**src/rtl/bsl_pkg.sv**
```systemverilog
package bsl_pkg;

   // ------------------------------------------------------------
   // Register map
   // ------------------------------------------------------------
   localparam int            ADDR_W             = 6;
   localparam logic [5:0]    ADDR_FREQ_OFS_CFG  = 6'h19;
   localparam logic [5:0]    ADDR_BIT_SYNC_CFG  = 6'h1a;
   localparam logic [7:0]    BIT_SYNC_RESET     = 8'h6c;
   localparam logic [7:0]    FREQ_OFS_RESET     = 8'h36;
   localparam int            GATE_BIT           = 5;
   localparam logic [7:0]    READ_UNMAPPED      = 8'h00;

   // ------------------------------------------------------------
   // Serial port framing
   // ------------------------------------------------------------
   localparam int            RW_BIT             = 7;
   localparam logic [3:0]    LAST_BIT           = 4'h7;

   // ------------------------------------------------------------
   // Loop arithmetic
   // ------------------------------------------------------------
   // Rate offset word: 0x8000 stands for 100 percent of the data rate
   localparam logic signed [15:0] RATE_LIM_OFF  = 16'sh0000;
   localparam logic signed [15:0] RATE_LIM_3P1  = 16'sh0400;
   localparam logic signed [15:0] RATE_LIM_6P2  = 16'sh0800;
   localparam logic signed [15:0] RATE_LIM_12P5 = 16'sh1000;
   localparam logic signed [15:0] CORR_MAX      = 16'sh7fff;
   localparam logic [3:0]    KI_HALF_POST       = 4'h1;
   localparam logic [2:0]    KP_POST            = 3'h1;

   typedef struct packed
   {
      logic [1:0] presync_integral_gain;
      logic [1:0] presync_proportional_gain;
      logic       postsync_integral_gain_sel;
      logic       postsync_proportional_gain_sel;
      logic [1:0] rate_offset_saturation;
   } bsl_bit_sync_s;

   typedef struct packed
   {
      logic              wr;
      logic [ADDR_W-1:0] addr;
      logic [7:0]        data;
   } bsl_reg_wr_s;

   typedef enum logic [1:0]
   {
      SPI_IDLE   = 2'b00,
      SPI_HEADER = 2'b01,
      SPI_DATA   = 2'b11,
      SPI_DONE   = 2'b10
   } bsl_spi_state_e;

endpackage

```
**src/rtl/bsl_bit_sync_loop.sv**
```systemverilog
`timescale 1ns/1ns
`default_nettype none

module bsl_bit_sync_loop
(
   input  wire logic                  clk,
   input  wire logic                  arst_n,
   input  wire logic                  ce,
   input  wire logic                  spi_sclk,
   input  wire logic                  spi_cs_n,
   input  wire logic                  spi_si,
   output logic                       spi_so,
   output logic                       spi_so_oe,
   input  wire logic                  sync_found,
   input  wire logic                  carrier_sense,
   input  wire logic signed [7:0]     phase_err,
   input  wire logic                  phase_err_valid,
   output logic signed [15:0]         rate_offset,
   output logic signed [15:0]         timing_correction,
   output logic                       correction_valid,
   output logic                       loop_frozen
);

   logic                              rst_meta_reg, rst_n;
   bsl_pkg::bsl_bit_sync_s            bit_sync_config_reg;
   logic [7:0]                        freq_ofs_cfg_reg;
   bsl_pkg::bsl_reg_wr_s              wr;
   logic [bsl_pkg::ADDR_W-1:0]        rd_addr;
   logic [7:0]                        rd_data;
   logic [3:0]                        ki_half;
   logic [2:0]                        kp;
   logic signed [15:0]                lim, integ_next, corr_next;
   logic signed [17:0]                i_step, p_term;
   logic                              update;

   // ------------------------------------------------------------
   // Functions
   // ------------------------------------------------------------
   function automatic logic signed [15:0] sat(input logic signed [17:0] v,
                                              input logic signed [15:0] l);
      logic signed [17:0] hi;
      hi = {{2{l[15]}}, l};
      if (v > hi)
         sat = l;
      else if (v < -hi)
         sat = -l;
      else
         sat = v[15:0];
   endfunction

   function automatic logic signed [15:0] rate_limit(input logic [1:0] code);
      case (code)
         2'b01:   rate_limit = bsl_pkg::RATE_LIM_3P1;
         2'b10:   rate_limit = bsl_pkg::RATE_LIM_6P2;
         2'b11:   rate_limit = bsl_pkg::RATE_LIM_12P5;
         default: rate_limit = bsl_pkg::RATE_LIM_OFF;
      endcase
   endfunction

   function automatic logic signed [17:0] mul(input logic signed [7:0] e,
                                              input logic [3:0] g);
      mul = $signed({{10{e[7]}}, e}) * $signed({14'h0000, g});
   endfunction

   // ------------------------------------------------------------
   // Reset release
   // ------------------------------------------------------------
   always_ff @(posedge clk or negedge arst_n)
   begin
      if (!arst_n)
      begin
         rst_meta_reg <= 1'b0;
         rst_n        <= 1'b0;
      end
      else
      begin
         rst_meta_reg <= 1'b1;
         rst_n        <= rst_meta_reg;
      end
   end

   // ------------------------------------------------------------
   // Serial register port
   // ------------------------------------------------------------
   bsl_spi_slave u_spi
   (
      .clk       (clk),
      .rst_n     (rst_n),
      .ce        (ce),
      .spi_sclk  (spi_sclk),
      .spi_cs_n  (spi_cs_n),
      .spi_si    (spi_si),
      .rd_data   (rd_data),
      .rd_addr   (rd_addr),
      .wr        (wr),
      .spi_so    (spi_so),
      .spi_so_oe (spi_so_oe)
   );

   always_ff @(posedge clk or negedge rst_n)
   begin
      if (!rst_n)
      begin
         bit_sync_config_reg <= bsl_pkg::BIT_SYNC_RESET;
         freq_ofs_cfg_reg    <= bsl_pkg::FREQ_OFS_RESET;
      end
      else if (ce && wr.wr)
      begin
         if (wr.addr == bsl_pkg::ADDR_BIT_SYNC_CFG)
            bit_sync_config_reg <= wr.data;
         if (wr.addr == bsl_pkg::ADDR_FREQ_OFS_CFG)
            freq_ofs_cfg_reg <= wr.data;
      end
   end

   always_comb
   begin
      case (rd_addr)
         bsl_pkg::ADDR_BIT_SYNC_CFG: rd_data = bit_sync_config_reg;
         bsl_pkg::ADDR_FREQ_OFS_CFG: rd_data = freq_ofs_cfg_reg;
         default:                    rd_data = bsl_pkg::READ_UNMAPPED;
      endcase
   end

   // ------------------------------------------------------------
   // Gain selection and loop arithmetic
   // ------------------------------------------------------------
   always_comb
   begin
      // Integral gain in units of K_I/2 so the post-sync half gain stays exact
      ki_half = {1'b0, {1'b0, bit_sync_config_reg.presync_integral_gain} + 3'h1}
                << 1;
      if (sync_found && bit_sync_config_reg.postsync_integral_gain_sel)
         ki_half = bsl_pkg::KI_HALF_POST;
      kp = {1'b0, bit_sync_config_reg.presync_proportional_gain} + 3'h1;
      if (sync_found && bit_sync_config_reg.postsync_proportional_gain_sel)
         kp = bsl_pkg::KP_POST;
      lim        = rate_limit(bit_sync_config_reg.rate_offset_saturation);
      i_step     = mul(phase_err, ki_half) >>> 1;
      p_term     = mul(phase_err, {1'b0, kp});
      integ_next = sat({{2{rate_offset[15]}}, rate_offset} + i_step, lim);
      corr_next  = sat(p_term + {{2{integ_next[15]}}, integ_next}, bsl_pkg::CORR_MAX);
   end

   assign update = phase_err_valid & ~loop_frozen;

   always_ff @(posedge clk or negedge rst_n)
   begin
      if (!rst_n)
         loop_frozen <= 1'b0;
      else if (ce)
         loop_frozen <= freq_ofs_cfg_reg[bsl_pkg::GATE_BIT] & ~carrier_sense;
   end

   always_ff @(posedge clk or negedge rst_n)
   begin
      if (!rst_n)
      begin
         rate_offset       <= bsl_pkg::RATE_LIM_OFF;
         timing_correction <= bsl_pkg::RATE_LIM_OFF;
         correction_valid  <= 1'b0;
      end
      else if (ce)
      begin
         correction_valid <= update;
         if (lim == bsl_pkg::RATE_LIM_OFF)
            rate_offset <= bsl_pkg::RATE_LIM_OFF;
         else if (update)
            rate_offset <= integ_next;
         else
            // A lowered limit clamps the held offset at once, not at the next sample
            rate_offset <= sat({{2{rate_offset[15]}}, rate_offset}, lim);
         if (update)
            timing_correction <= corr_next;
      end
   end
endmodule

`default_nettype wire

```
**src/rtl/bsl_spi_slave.sv**
```systemverilog
`timescale 1ns/1ns
`default_nettype none

module bsl_spi_slave
(
   input  wire logic                            clk,
   input  wire logic                            rst_n,
   input  wire logic                            ce,
   input  wire logic                            spi_sclk,
   input  wire logic                            spi_cs_n,
   input  wire logic                            spi_si,
   input  wire logic [7:0]                      rd_data,
   output logic [bsl_pkg::ADDR_W-1:0]           rd_addr,
   output bsl_pkg::bsl_reg_wr_s                 wr,
   output logic                                 spi_so,
   output logic                                 spi_so_oe
);

   logic [2:0]              sclk_meta_reg, sclk_sync_reg;
   logic                    sclk_prev_reg;
   logic [7:0]              in_shift_reg;
   logic [7:0]              out_shift_reg;
   logic [3:0]              bit_cnt_reg;
   logic                    is_read_reg;
   bsl_pkg::bsl_spi_state_e state_reg;
   logic                    rise, fall, cs_n_s, si_s;

   // ------------------------------------------------------------
   // Pin synchronisers
   // ------------------------------------------------------------
   always_ff @(posedge clk or negedge rst_n)
   begin
      if (!rst_n)
      begin
         // Reset to the idle pin levels (clock low, select high) so no false edge follows
         sclk_meta_reg <= 3'h3;
         sclk_sync_reg <= 3'h3;
         sclk_prev_reg <= 1'b0;
      end
      else if (ce)
      begin
         sclk_meta_reg <= {spi_sclk, spi_cs_n, spi_si};
         sclk_sync_reg <= sclk_meta_reg;
         sclk_prev_reg <= sclk_sync_reg[2];
      end
   end

   assign cs_n_s = sclk_sync_reg[1];
   assign si_s   = sclk_sync_reg[0];
   assign rise   = sclk_sync_reg[2] & ~sclk_prev_reg;
   assign fall   = ~sclk_sync_reg[2] & sclk_prev_reg;

   // ------------------------------------------------------------
   // Frame: header byte (read flag, address), then one data byte
   // ------------------------------------------------------------
   always_ff @(posedge clk or negedge rst_n)
   begin
      if (!rst_n)
      begin
         state_reg    <= bsl_pkg::SPI_IDLE;
         bit_cnt_reg  <= 4'h0;
         in_shift_reg <= 8'h00;
         is_read_reg  <= 1'b0;
         rd_addr      <= '0;
         wr           <= '0;
      end
      else if (ce)
      begin
         wr.wr <= 1'b0;
         if (cs_n_s)
         begin
            state_reg   <= bsl_pkg::SPI_IDLE;
            bit_cnt_reg <= 4'h0;
         end
         else
         begin
            case (state_reg)
               bsl_pkg::SPI_IDLE:
                  state_reg <= bsl_pkg::SPI_HEADER;
               bsl_pkg::SPI_HEADER, bsl_pkg::SPI_DATA:
                  if (rise)
                  begin
                     in_shift_reg <= {in_shift_reg[6:0], si_s};
                     bit_cnt_reg  <= bit_cnt_reg + 4'h1;
                     if (bit_cnt_reg == bsl_pkg::LAST_BIT)
                     begin
                        bit_cnt_reg <= 4'h0;
                        if (state_reg == bsl_pkg::SPI_HEADER)
                        begin
                           is_read_reg <= in_shift_reg[bsl_pkg::RW_BIT-1];
                           rd_addr     <= {in_shift_reg[4:0], si_s};
                           state_reg   <= bsl_pkg::SPI_DATA;
                        end
                        else
                        begin
                           // Burst access is not supported; the frame ends here
                           wr.wr     <= ~is_read_reg;
                           wr.addr   <= rd_addr;
                           wr.data   <= {in_shift_reg[6:0], si_s};
                           state_reg <= bsl_pkg::SPI_DONE;
                        end
                     end
                  end
               bsl_pkg::SPI_DONE:
                  state_reg <= bsl_pkg::SPI_DONE;
               default:
                  state_reg <= bsl_pkg::SPI_IDLE;
            endcase
         end
      end
   end

   // ------------------------------------------------------------
   // Read data out, changed on falling clock edges
   // ------------------------------------------------------------
   always_ff @(posedge clk or negedge rst_n)
   begin
      if (!rst_n)
      begin
         spi_so        <= 1'b0;
         spi_so_oe     <= 1'b0;
         out_shift_reg <= 8'h00;
      end
      else if (ce)
      begin
         spi_so_oe <= ~cs_n_s;
         if (cs_n_s || state_reg != bsl_pkg::SPI_DATA)
         begin
            if (fall || cs_n_s)
               spi_so <= 1'b0;
         end
         else if (fall && is_read_reg)
         begin
            if (bit_cnt_reg == 4'h0)
            begin
               spi_so        <= rd_data[7];
               out_shift_reg <= {rd_data[6:0], 1'b0};
            end
            else
            begin
               spi_so        <= out_shift_reg[7];
               out_shift_reg <= {out_shift_reg[6:0], 1'b0};
            end
         end
      end
   end

endmodule

`default_nettype wire

```
**config.mk**
```make
export PLATFORM = sky130hd
export DESIGN_NAME = bsl_bit_sync_loop
export DESIGN_NICKNAME = d
export VERILOG_FILES = /design/src/rtl/bsl_pkg.sv /design/src/rtl/bsl_bit_sync_loop.sv /design/src/rtl/bsl_spi_slave.sv
export SDC_FILE = /design/constraint.sdc
export NUM_CORES = 1
export LEC_CHECK = 0
export ABC_AREA = 1
export BUFFER_PORTS_ARGS = -buffer_cell sky130_fd_sc_hd__buf_2
export CAP_MARGIN = 15
export CELL_PAD_IN_SITES_DETAIL_PLACEMENT = 1
export CELL_PAD_IN_SITES_GLOBAL_PLACEMENT = 1
export CORE_MARGIN = 4
export CORE_UTILIZATION = 35
export CTS_BUF_LIST = sky130_fd_sc_hd__clkbuf_4 sky130_fd_sc_hd__clkbuf_8
export CTS_CLUSTER_DIAMETER = 30
export CTS_CLUSTER_SIZE = 40
export DETAILED_ROUTE_END_ITERATION = 6
export PLACE_DENSITY = 0.73
export REMOVE_ABC_BUFFERS = 1
export SYNTH_ARGS = -nofsm -noshare
export SYNTH_HDL_FRONTEND = slang
export SYNTH_SLANG_ARGS = --single-unit
```
**constraint.sdc**
```tcl
create_clock -name clk -period 5.59 [get_ports clk]
set_clock_uncertainty 0.05 [all_clocks]
set_input_delay 0.2795 -clock clk [delete_from_list [all_inputs] [get_ports clk]]
set_output_delay 0.2795 -clock clk [all_outputs]
set_load 0.01 [all_outputs]
```
After elaboration in Yosys (flattened, before gate mapping):

Index checks and enable logic that the tools add are counted.

* flip-flop bits (word level): 104
* input port bits: 17
* logic and storage cells: 124

* add/sub/neg operators: 7
* multiply operators: 2
* $lt $le $gt $ge: 6
* eq/ne operators: 15
* multiplexer cells: 31
* bitwise gates (word level): 12
* reductions and logical operators: 25

Operator list (count)
* 16-bit two-way mux: 8
* 15-bit two-way mux: 5
* 13-bit one-hot mux with 3 select lines: 1
* 6-bit by 5-bit == test with 1-bit output (second input constant): 4
* 4-bit two-way mux: 5
* 16-bit by 18-bit < comparator with 1-bit output: 1
* 17-bit by 18-bit < comparator with 1-bit output: 1
* 16-bit negator with 18-bit output: 1
* 12-bit by 16-bit adder with 17-bit output: 1
* 16-bit by 12-bit adder with 17-bit output: 1
* 17-bit by 14-bit > comparator with 1-bit output: 1
* 17-bit by 16-bit > comparator with 1-bit output (second input constant): 1
* 17-bit by 16-bit < comparator with 1-bit output (second input constant): 1
* 16-bit by 14-bit > comparator with 1-bit output: 1
* 16-bit logical NOT: 1
* 16-bit negator: 1
* 8-bit one-hot mux with 2 select lines: 1
* 8-bit by 5-bit multiplier with 13-bit output: 1
* 8-bit by 4-bit multiplier with 12-bit output: 1
* 3-bit AND reduction: 4
* 6-bit AND reduction: 2
* 2-bit == test (second input constant): 4
* 8-bit two-way mux: 1
* 1-bit NOT: 8
* 20 further kinds: 42

Longest topological paths before layout:

Gate-level depths: netlist of the first run.

* depth in word-level cells: 11
* mapped depth: 63
* depth with buffers taken out: 62

Modules after synthesis:

Synthesis of the first run repeated with hierarchy kept, for this count alone.

* cell total of the unflattened synthesis: 1332
* area, all modules: 9491.6 µm²

Modules (own cells, without submodules)
* bsl_bit_sync_loop: instances 1, cells each 1070, area each 7203.2 µm²
* bsl_spi_slave: instances 1, cells each 262, area each 2288.4 µm²

Worst setup path before layout of the first run:

Ideal clock, no wire load.

* path kind: reg-to-reg
* start: register bit_sync_config_reg[6] (netlist name)
* end: register timing_correction[13]
* setup time: 0.120 ns
* arrival time: 8.122 ns
* data required time: 5.420 ns
* path slack: -2.702 ns
* cell stages (with the launch flop): 55
* path through: dfstp_2 > ha_1 > nand2_1 > nor2_1 > ha_1 > fa_1 > inv_1 > fa_1 > inv_1 > ha_1 > inv_1 > o21bai_1 > nand3_1 > nand2_1 > a21oi_1 > nor2_1 > o21ai_0 > nand2_1 > [... 19 more ...] > nand2_4 > nand2_8 > nor2_4 > ha_1 > ha_1 > fa_1 > or2_2 > nor3_1 > nand3_1 > nor2_1 > nand3_1 > nor2_1 > nand4_1 > nand2_1 > nand2_2 > buf_6 > o21ai_1 > nand2_1

* longest elaborated chain between the ends: 11

RTL lines
* from (decl): line bsl_bit_sync_loop.sv:25 `bsl_pkg::bsl_bit_sync_s bit_sync_config_reg;`
* from (signal assigned): line bsl_bit_sync_loop.sv:104 `bit_sync_config_reg <= bsl_pkg::BIT_SYNC_RESET;`
* from (signal assigned): line bsl_bit_sync_loop.sv:110 `bit_sync_config_reg <= wr.data;`
* 2-bit by 1-bit adder with 3-bit output *: line bsl_bit_sync_loop.sv:131 `ki_half = {1'b0, {1'b0, bit_sync_config_reg.presync_integral_gain} + 3'h1}`
* 4-bit two-way mux *: line bsl_bit_sync_loop.sv:133 `if (sync_found && bit_sync_config_reg.postsync_integral_gain_sel)`
* 8-bit by 5-bit multiplier with 13-bit output *: line bsl_bit_sync_loop.sv:62 `mul = $signed({{10{e[7]}}, e}) * $signed({14'h0000, g});`
* 16-bit by 12-bit adder with 17-bit output *: line bsl_bit_sync_loop.sv:141 `integ_next = sat({{2{rate_offset[15]}}, rate_offset} + i_step, lim);`
* 17-bit by 18-bit < comparator with 1-bit output: line bsl_bit_sync_loop.sv:45 `else if (v < -hi)`
* 16-bit two-way mux: line bsl_bit_sync_loop.sv:45
* 16-bit two-way mux *: line bsl_bit_sync_loop.sv:43 `if (v > hi)`
* 12-bit by 16-bit adder with 17-bit output *: line bsl_bit_sync_loop.sv:142 `corr_next = sat(p_term + {{2{integ_next[15]}}, integ_next}, bsl_pkg::CORR_MAX);`
* 17-bit by 16-bit < comparator with 1-bit output: line bsl_bit_sync_loop.sv:45
* 16-bit two-way mux: line bsl_bit_sync_loop.sv:45
* 16-bit two-way mux *: line bsl_bit_sync_loop.sv:43
* to (signal assigned): line bsl_bit_sync_loop.sv:160 `timing_correction <= bsl_pkg::RATE_LIM_OFF;`
* to (signal assigned): line bsl_bit_sync_loop.sv:174 `timing_correction <= corr_next;`
* to (decl): line bsl_bit_sync_loop.sv:19 `output logic signed [15:0] timing_correction,`

Mark *: on every way between the ends. The rest lies on a longest branch, timed or not.
A chain may end at the register's enable or synchronous reset.

Final worst setup path of the first run:

* start: register bit_sync_config_reg[3] (netlist name)
* end: register timing_correction[11]

* longest elaborated chain between the ends: 11

RTL lines (line)
* 1-bit logical AND *: bsl_bit_sync_loop.sv:133
* 4-bit two-way mux *: bsl_bit_sync_loop.sv:133
* 8-bit by 5-bit multiplier with 13-bit output *: bsl_bit_sync_loop.sv:62
* 16-bit by 12-bit adder with 17-bit output *: bsl_bit_sync_loop.sv:141
* 17-bit by 18-bit < comparator with 1-bit output: bsl_bit_sync_loop.sv:45
* 16-bit two-way mux: bsl_bit_sync_loop.sv:45
* 16-bit two-way mux *: bsl_bit_sync_loop.sv:43
* 12-bit by 16-bit adder with 17-bit output *: bsl_bit_sync_loop.sv:142
* 17-bit by 16-bit < comparator with 1-bit output: bsl_bit_sync_loop.sv:45
* 16-bit two-way mux: bsl_bit_sync_loop.sv:45
* 16-bit two-way mux *: bsl_bit_sync_loop.sv:43

Marked as above.

==> metrics, run 1 <==
outcome complete, but fails checks; violated checks setup timing; Synth cell types 43; Final Hold Fails 0; DP Worst Slack -3590 ps; first-pass GRT wire length 51.6 mm; Post-Synth Adder-Cell Area 0.220; Max-slew headroom 0.351; Setup-failing EPs final 32; Synth Area in Compound Gates 0.100; Max Cap Violations 0; Final ANT Viol Nets 0; Overall Global Routing Usage 0.219; vias in the first global route 10400; Final Cycle Share 1.62; n_diodes 0; Top Registers rate_offset (16), timing_correction (16), u_spi.wr (15); total number of vias 9670; sw frac 0.366; WL/cell 19.0 um; clk buf depth 2; Synth Instances 1254; Syn Area/Cell 7.33 sq um; H-tree levels 3; port bufs 52; Max rail drop VDD 0.000195 V; CP Capture Type flip-flop; slowest cell delay on critical path 590 ps; grt ovf 0; initial antenna violation count 0; 1st-pass router iterations 5; Slowest-stage cell, CP dfstp_2; Worst-Skew Late Latency 410 ps; Crit Path Max Fanout 7; arrival time worst endpoint 9300 ps; Synth warnings 0; unrepaired setup endpoints after global routing true; sw power 792 uW; largest net degree at the start of global routing 53; clock transition at the registers of the reported paths 110 ps; CTS Buf Count 9; mux contribution to synthesized area 0.00367; Setup TNS Final -75430 ps; fin worst setup slack -3490 ps; clock power share 0.248; multi-input logic area 0.00684 sq mm; # clock sinks 103; Post-Synth XOR/XNOR Area 0.0210; Starting Density 0.354; row count 59; detailed placement HPWL 23.4 mm; Worst setup SP type flip-flop; Filler cells 3195; nets@finish 1708; Slew Limit Fails 0; Cell Area, Synth 0.00920 sq mm; Worst EP required 5820 ps; GRT Max-Usage Layer met2; initial DRC count 532; fin crit period 9080 ps; Int Pwr 1370 uW; GR Util met1 0.263; final WL 35.9 mm; critical path class reg2reg; Min Hold Slack 22.9 ps; fmax 110 MHz; Hold Crit Class in2reg; sequential share of the synthesized area 0.282; met2 usage in global routing 0.409; combinational share of power 0.341; GRT met3 Usage 0.0339; #FFs+latches synth 103; Placeable Area 0.0260 sq mm; ratio of routed vias to standard cells 5.11; Die Area 0.0289 sq mm; FF+latch area 0.00260 sq mm; LEAKAGE 0.00698 uW; Layout Utilization 0.509; CTS tree built; die width 170 um; DRC 0; sequential power share 0.410; Pwr per Cell Area 164 mW/mm^2; Boundary Pins 53; gpl congestion 0.891; share of cells above drive strength 1 0.366; Area Growth Syn to Fin 43.9%; Synth Area in Simple Gates 0.266; largest family of logic cells by synthesized area simple AND/OR/NAND/NOR gates; worst-margin pin slew 970 ps; clock root cell clkbuf_8; die height 170 um
==> worst paths after layout <==
kind / from / end / slack (ps) / cells past startpoint
max: bit_sync_config_reg[3] / timing_correction[11] / -3490 / 55
min: spi_cs_n / u_spi.sclk_meta_reg[1] / 20 / 3
max reg2reg: bit_sync_config_reg[3] / timing_correction[11] / -3490 / 55
min reg2reg: rst_meta_reg / rst_n / 310 / 0
max in group asynchronous: rst_n / rate_offset[9] / 3980 / 1
min in group asynchronous: arst_n / rst_n / 130 / 2
==> per-layer routing <==
| metal | up-vias | part of all wire |
|---|---|---|
| met2 | 220 | 0.53 |
| met3 | 85 | 0.031 |
| li1 | 4534 | - |
| met1 | 4831 | 0.41 |
| met5 | - | 0 |
| met4 | 0 | 0.032 |
==> cell usage after synthesis <==
library cell | number | area, sq um
inv_2 | 6 | 22.5
o211ai_1 | 1 | 7.51
nand4_1 | 15 | 93.8
o21ai_1 | 5 | 25.0
a21boi_0 | 2 | 15.0
nor3_1 | 13 | 65.1
clkbuf_1 | 11 | 41.3
nand2_4 | 3 | 33.8
ha_1 | 98 | 1230
buf_6 | 1 | 11.3
clkinv_1 | 3 | 11.3
o21ai_0 | 80 | 400
and2_1 | 2 | 12.5
a21oi_1 | 53 | 265
nor4_1 | 4 | 25.0
o22ai_1 | 10 | 62.6
nor2_1 | 94 | 353
xnor2_1 | 7 | 61.3
nand2_2 | 16 | 100
or2_2 | 2 | 12.5
nand3_2 | 2 | 20.0
mux2_2 | 3 | 33.8
o31ai_1 | 1 | 7.51
nand3_1 | 62 | 310
a31oi_1 | 2 | 12.5
o21bai_1 | 4 | 30.0
nor2_2 | 5 | 31.3
a21o_1 | 3 | 22.5
o21a_1 | 5 | 37.5
fa_1 | 40 | 801
nor2_4 | 8 | 90.1
a211oi_1 | 1 | 7.51
and3_1 | 1 | 6.26
or2_1 | 1 | 6.26
nand2_1 | 324 | 1220
a21oi_2 | 3 | 26.3
dfrtp_1 | 91 | 2280
nand2_8 | 2 | 40.0
dfstp_2 | 12 | 315
conb_1 | 1 | 3.75
xor2_1 | 15 | 131
inv_1 | 238 | 893
nand3b_1 | 4 | 30.0
==> area by class of cell <==
cell class / instances / area share
multi-input cells: 893 / 0.517
flip-flops and latches: 103 / 0.196
repair buffers: 299 / 0.168
inverters: 247 / 0.0702
well taps: 335 / 0.0317
clock buffers: 9 / 0.00936
clock inverters: 7 / 0.00737
==> logic make-up (layout without fill, tap and decap cells) <==
logic type / after synthesis / count (layout)
compound gates: 170 / 170
buf+inv: 259 / 562
simple gates: 558 / 559
mux: 3 / 3
flops: 103 / 103
xor+xnor: 22 / 22
other cells: 1 / 1
fa+ha+maj: 138 / 138
==> critical path: cells and delay by family (launching register included) <==
kind	cells	cell delay (ps)
buffers and inverters	12	1170
adders and majority gates	7	2710
DFF	1	590
xor gates and xnor gates	2	290
AOI/OAI and AO/OA	5	790
and+or+nand+nor	29	3360
==> metrics by stage <==
step	cell area (sq um)	power, uW	instances
3_5_place_dp	11400	1470	1833
3_3_place_gp	11400	1450	1833
5_1_grt	13200	2290	1893
2_1_floorplan	9140	1200	1242
6_report	13200	2160	1893
4_1_cts	12600	2090	1877
==> repair_timing <==
item                                    CTS  global route
endpoints found under the hold margin     4             0
pin swaps                               115            69
gates cloned                              1             0
setup buffers                            25            21
gates resized for setup                 171           110
endpoints found under the setup margin   32            32
hold buffers                              3             0
==> power groups by stage <==
stage	Combinational (uW)	Clock (uW)	Sequential, uW
floorplan	287	0	913
global placement	549	0	899
detailed placement	567	0	900
CTS	650	555	888
global route	810	581	901
finish	739	538	888
==> cells in the final DEF, fill, tap and decap left out, drive strengths merged, types with 3 or more instances in the layout <==
cell / n
a21o: 3
a21oi: 56
buf: 296
clkbuf: 9
clkinv: 4
dfrtp: 91
dfstp: 12
dlygate4sd3: 3
fa: 40
ha: 98
inv: 249
mux2: 3
nand2: 346
nand3: 64
nand3b: 4
nand4: 15
nor2: 107
nor3: 13
nor4: 4
o21a: 5
o21ai: 85
o21bai: 4
o22ai: 10
or2: 3
xnor2: 7
xor2: 15
Power figures use the tool's default switching activity.
==> inputs of run 2 (changes only) <==
clock period = 8.9 ns   (was 5.59 ns; I/O delays follow)
==> run 2 against run 1 <==
Setup slack improved by 3800 ps. Critical path type unchanged. The flow now finishes without violations. Highest routed layer unchanged. Cell count decreased by 9.4%. Global-route usage down 3.8 points. Critical path depth fell by 1. Non-clock buffer count shrank 179. Wire length decreased by 23%.
==> metrics, run 2 (synthesis gave the netlist of run 1 again) <==
outcome completed; Max rail drop VDD 0.0000902 V; Final Hold Fails 0; most common cell after layout, fill and taps aside nand2_1; Int Pwr 773 uW; Overall Global Routing Usage 0.181; Top Registers rate_offset (16), timing_correction (16), u_spi.wr (15); fin cells 1715; Hold EP loop_frozen; fin area 0.0113 sq mm; CP dominant cell by count nand2_1; initial antenna violation count 0; H-tree levels 3; fin crit period 8600 ps; critical path class reg2reg; Final ANT Viol Nets 0; CP bufs+invs 6; Placed Instances 1681; Slowest-stage cell, CP fa_1; Pwr per Cell Area 107 mW/mm^2; Placed Instance Area 0.0102 sq mm; 1st-pass router iterations 5; Setup-failing EPs final 0; Filler cells 3252; Max-slew headroom 0.336; clock power share 0.246; row count 59; final WL 27.6 mm; most frequent cells in the layout nand2_1 (294), inv_1 (227), dfrtp_1 (89); Reg2Reg Depth 54; CP Capture Type flip-flop; Hold Crit Class in2reg; Max Cap Violations 0; Worst EP required 9180 ps; Placeable Area 0.0260 sq mm; clk buf depth 2; Setup TNS Final 0 ps; CTS tree built; n_diodes 0; sw frac 0.364; Slew Limit Fails 0; Crit Path Max Fanout 8; largest net degree at the start of global routing 56; worst hold path cell count 2; Final Power 1220 uW; worst hold path startpoint carrier_sense; die height 170 um; worst-margin pin slew 993 ps; CP delay by family, top adder cells; CTS Buf Count 9; Area Growth Syn to Fin 23.2%; clock transition at the registers of the reported paths 120 ps; Worst-Skew Late Latency 390 ps; Boundary Pins 53; initial DRC count 355; r2r setup slk 300 ps; fmax 116 MHz; gpl congestion 0.867; share of cells above drive strength 1 0.236; arrival time worst endpoint 8880 ps; fin worst setup slack 296 ps; WL/cell 16.1 um; combinational share of power 0.296; slowest cell delay on critical path 560 ps; Worst setup SP type flip-flop; detailed placement HPWL 21.1 mm; first-pass GRT wire length 42.9 mm; die width 170 um; clock root cell clkbuf_8; # clock sinks 103; Final Cycle Share 0.967; vias in the first global route 8747; LEAKAGE 0.00592 uW; DP Worst Slack -283 ps; grt ovf 0; sw power 442 uW; reg-to-reg endpoint timing_correction[2]; Worst path depth 54; nets@finish 1530; Die Area 0.0289 sq mm; total number of vias 8470; port bufs 52; Starting Density 0.354; sequential power share 0.458; ratio of routed vias to standard cells 4.94; FF-to-FF Start bit_sync_config_reg[7]; DRC 0
run 2: changes by cell type in the layout (fill, tap and decap cells not counted), sizes merged:
cell / previous run / this run
clkinv: 4 / 5
nand2: 346 / 347
buf: 296 / 119
bufinv: 1 / 0
dlygate4sd3: 3 / 1
run 2: what timing repair did:
item,in CTS,in global routing
resized for setup,9,155
buffers inserted,0,16
cloned,0,2
endpoints found under the hold margin,2,0
setup endpoints to repair,16,16
pin swaps,1,78
hold buffers,1,0
run 2: stage by stage:
step | hold slack (ps) | utilization
final | 170 | 0.436
after global routing | 152 | 0.436
after CTS | 144 | 0.403
after detailed placement | 186 | 0.394
after global placement | 181 | 0.394
after floorplan | 99.4 | -
run 2: worst reg2reg max path, delay by kind of cell, from the launching register on:
kind            cells  cell delay (ps)
fa+ha+maj           9             3080
xor+xnor            1              210
compound gates      9             1160
buf+inv             6              610
simple gates       29             2980
flops               1              480
run 2: layer usage:
| layer | track usage | share of wire | up-vias |
|---|---|---|---|
| met5 | 0 | 0 | - |
| met4 | 0.0368 | 0.016 | 0 |
| met3 | 0.0223 | 0.021 | 35 |
| met2 | 0.324 | 0.52 | 90 |
| met1 | 0.235 | 0.44 | 4170 |
| li1 | - | - | 4175 |
run 2: cell type report:
| type | count | area (sq um) | area share |
|---|---|---|---|
| sequential | 103 | 2600 | 0.229 |
| clock inverter | 7 | 67.6 | 0.00596 |
| inverter | 247 | 927 | 0.0818 |
| multi-input combinational | 894 | 6400 | 0.565 |
| tap | 335 | 419 | 0.0370 |
| timing repair buffer | 120 | 793 | 0.0700 |
| clock buffer | 9 | 124 | 0.0109 |
run 2: worst max path at each step:
stage | start | to | slack [ps]
after floorplan | bit_sync_config_reg[6] | timing_correction[10] | 640
after global placement | sync_found | timing_correction[1] | -80
after detailed placement | sync_found | timing_correction[2] | -280
after CTS | bit_sync_config_reg[6] | timing_correction[6] | 4
after global routing | bit_sync_config_reg[7] | timing_correction[2] | -250
final | bit_sync_config_reg[7] | timing_correction[2] | 300
run 2: power by group through the flow:
stage                     clock (uW)  combinational (uW)  sequential [uW]
after floorplan                    0                 180              573
after global placement             0                 305              566
after detailed placement           0                 313              566
after CTS                        312                 317              558
after global routing             328                 409              566
final                            299                 360              557
==> inputs of run 3 (changes only) <==
CORE_UTILIZATION = 25   (was 35)
PLACE_DENSITY = 0.57   (was 0.73)
==> run 3 against run 2 <==
Cell area up 8.1%. Clock power up 10%. Cell count is 11% higher. Setup slack better by 160 ps. Maximum frequency up 1.9%. Clock-buffer cell count stayed put. Largest cell class unchanged. Highest routed layer unchanged.
==> metrics, run 3 (synthesis gave the netlist of run 1 again) <==
share of cells above drive strength 1 0.298; Pwr per Cell Area 105 mW/mm^2; 1st-pass router iterations 4; most common cell after layout, fill and taps aside nand2_1; CP Capture Type flip-flop; CP dominant cell by count nand2_1; Final Hold Fails 0; Final ANT Viol Nets 0; arrival time worst endpoint 8670 ps; Worst EP required 9130 ps; outcome completed; n_diodes 0; clock root cell clkbuf_8; sw power 457 uW; Slowest-stage cell, CP dfstp_2; first-pass GRT wire length 46.3 mm; fin worst setup slack 455 ps; WL/cell 15.3 um; combinational share of power 0.308; total number of vias 8526; most frequent cells in the layout nand2_1 (277), inv_1 (222), buf_4 (118); critical path class reg2reg; Boundary Pins 53; fin crit period 8440 ps; detailed placement HPWL 22.8 mm; Area Growth Syn to Fin 33.2%; sequential power share 0.435; clk buf depth 2; fin area 0.0122 sq mm; port bufs 52; Setup-failing EPs final 0; slowest cell delay on critical path 580 ps; ratio of routed vias to standard cells 4.49; Max rail drop VDD 0.0000746 V; Overall Global Routing Usage 0.144; # clock sinks 103; Placed Instance Area 0.0108 sq mm; worst-margin pin slew 1050 ps; initial antenna violation count 0; fmax 118 MHz; row count 69; Placeable Area 0.0359 sq mm; largest net degree at the start of global routing 62; vias in the first global route 9031; Max Cap Violations 0; Top Registers rate_offset (16), timing_correction (16), u_spi.wr (15); gpl congestion 0.822; sw frac 0.357; Placed Instances 1861; Int Pwr 824 uW; DP Worst Slack -413 ps; initial DRC count 279; Worst-Skew Late Latency 400 ps; Worst setup SP type flip-flop; CTS tree built; fin cells 1901; clock power share 0.258; H-tree levels 3; Final Power 1280 uW; grt ovf 0; Final Cycle Share 0.949; Max-slew headroom 0.295; Starting Density 0.256; Layout Utilization 0.341; clock transition at the registers of the reported paths 120 ps; die height 200 um; Hold Crit Class in2reg; Slew Limit Fails 0; CTS Buf Count 9; DRC 0; Die Area 0.0399 sq mm; LEAKAGE 0.00627 uW; die width 200 um; nets@finish 1590; final WL 29.1 mm; Filler cells 4433; Crit Path Max Fanout 8
==> run 3: cell types whose count changed in the layout (fill, tap and decap cells not counted), sizes merged <==
cell    before  now
inv        249  248
buf        119  180
bufinv       0    1
nand2      347  346
==> run 3: critical path, delay by kind of cell, from the launching register on <==
kind / cells / cell delay [ps]
AOI/OAI and AO/OA: 8 / 1010
adders and majority gates: 9 / 3220
buffers and inverters: 7 / 500
DFF: 1 / 580
and+or+nand+nor: 34 / 2910
==> run 3: cell type report <==
| class | count | area, sq um | share of cell area |
|---|---|---|---|
| multi-input cells | 893 | 6650 | 0.543 |
| repair buffers | 181 | 1280 | 0.104 |
| well taps | 461 | 577 | 0.0471 |
| inverters | 247 | 932 | 0.0761 |
| clock inverters | 7 | 88.8 | 0.00726 |
| clock buffers | 9 | 124 | 0.0101 |
| flip-flops and latches | 103 | 2600 | 0.212 |
==> run 3: final timing paths <==
kind                                              from                endpoint  slack (ps)  cells after the start
worst max-delay path            bit_sync_config_reg[6]   timing_correction[11]         460                     58
worst min-delay path                     carrier_sense             loop_frozen         170                      2
worst max register to register  bit_sync_config_reg[6]   timing_correction[11]         460                     58
worst min register to register                   rst_n  bit_sync_config_reg[7]         280                      0
max in group asynchronous                        rst_n             u_spi.wr[1]        7330                      1
min in group asynchronous                        rst_n  bit_sync_config_reg[7]         280                      0
==> run 3: metal layers <==
metal,share of wire,track usage,up-vias,wire (um)
met1,0.46,0.191,4152,13400
met2,0.51,0.258,65,14800
met3,0.019,0.0146,18,560
li1,-,-,4291,-
met4,0.0096,0.0216,0,279
met5,0,0,-,0
==> run 3: power by group through the flow <==
stage | registers [uW] | clock network (uW) | logic [uW]
2_1_floorplan | 573 | 0 | 180
3_3_place_gp | 566 | 0 | 331
3_5_place_dp | 566 | 0 | 337
4_1_cts | 558 | 344 | 347
5_1_grt | 564 | 362 | 447
6_report | 556 | 330 | 394
==> run 3: timing repair <==
item                                   in CTS  in global routing
endpoints found under the hold margin       2                  0
pin swaps                                   9                109
resized for setup                          35                189
hold buffers                                1                  0
gates cloned                                1                  0
setup endpoints to repair                  16                 16
setup buffers                               5                 18
==> run 3: stage by stage <==
| stage | hold slack, ps | TNS [ps] |
|---|---|---|
| floorplan | 99.4 | 0 |
| global placement | 180 | -4010 |
| detailed placement | 184 | -5920 |
| CTS | 150 | 0 |
| global route | 154 | -1120 |
| finish | 172 | 0 |
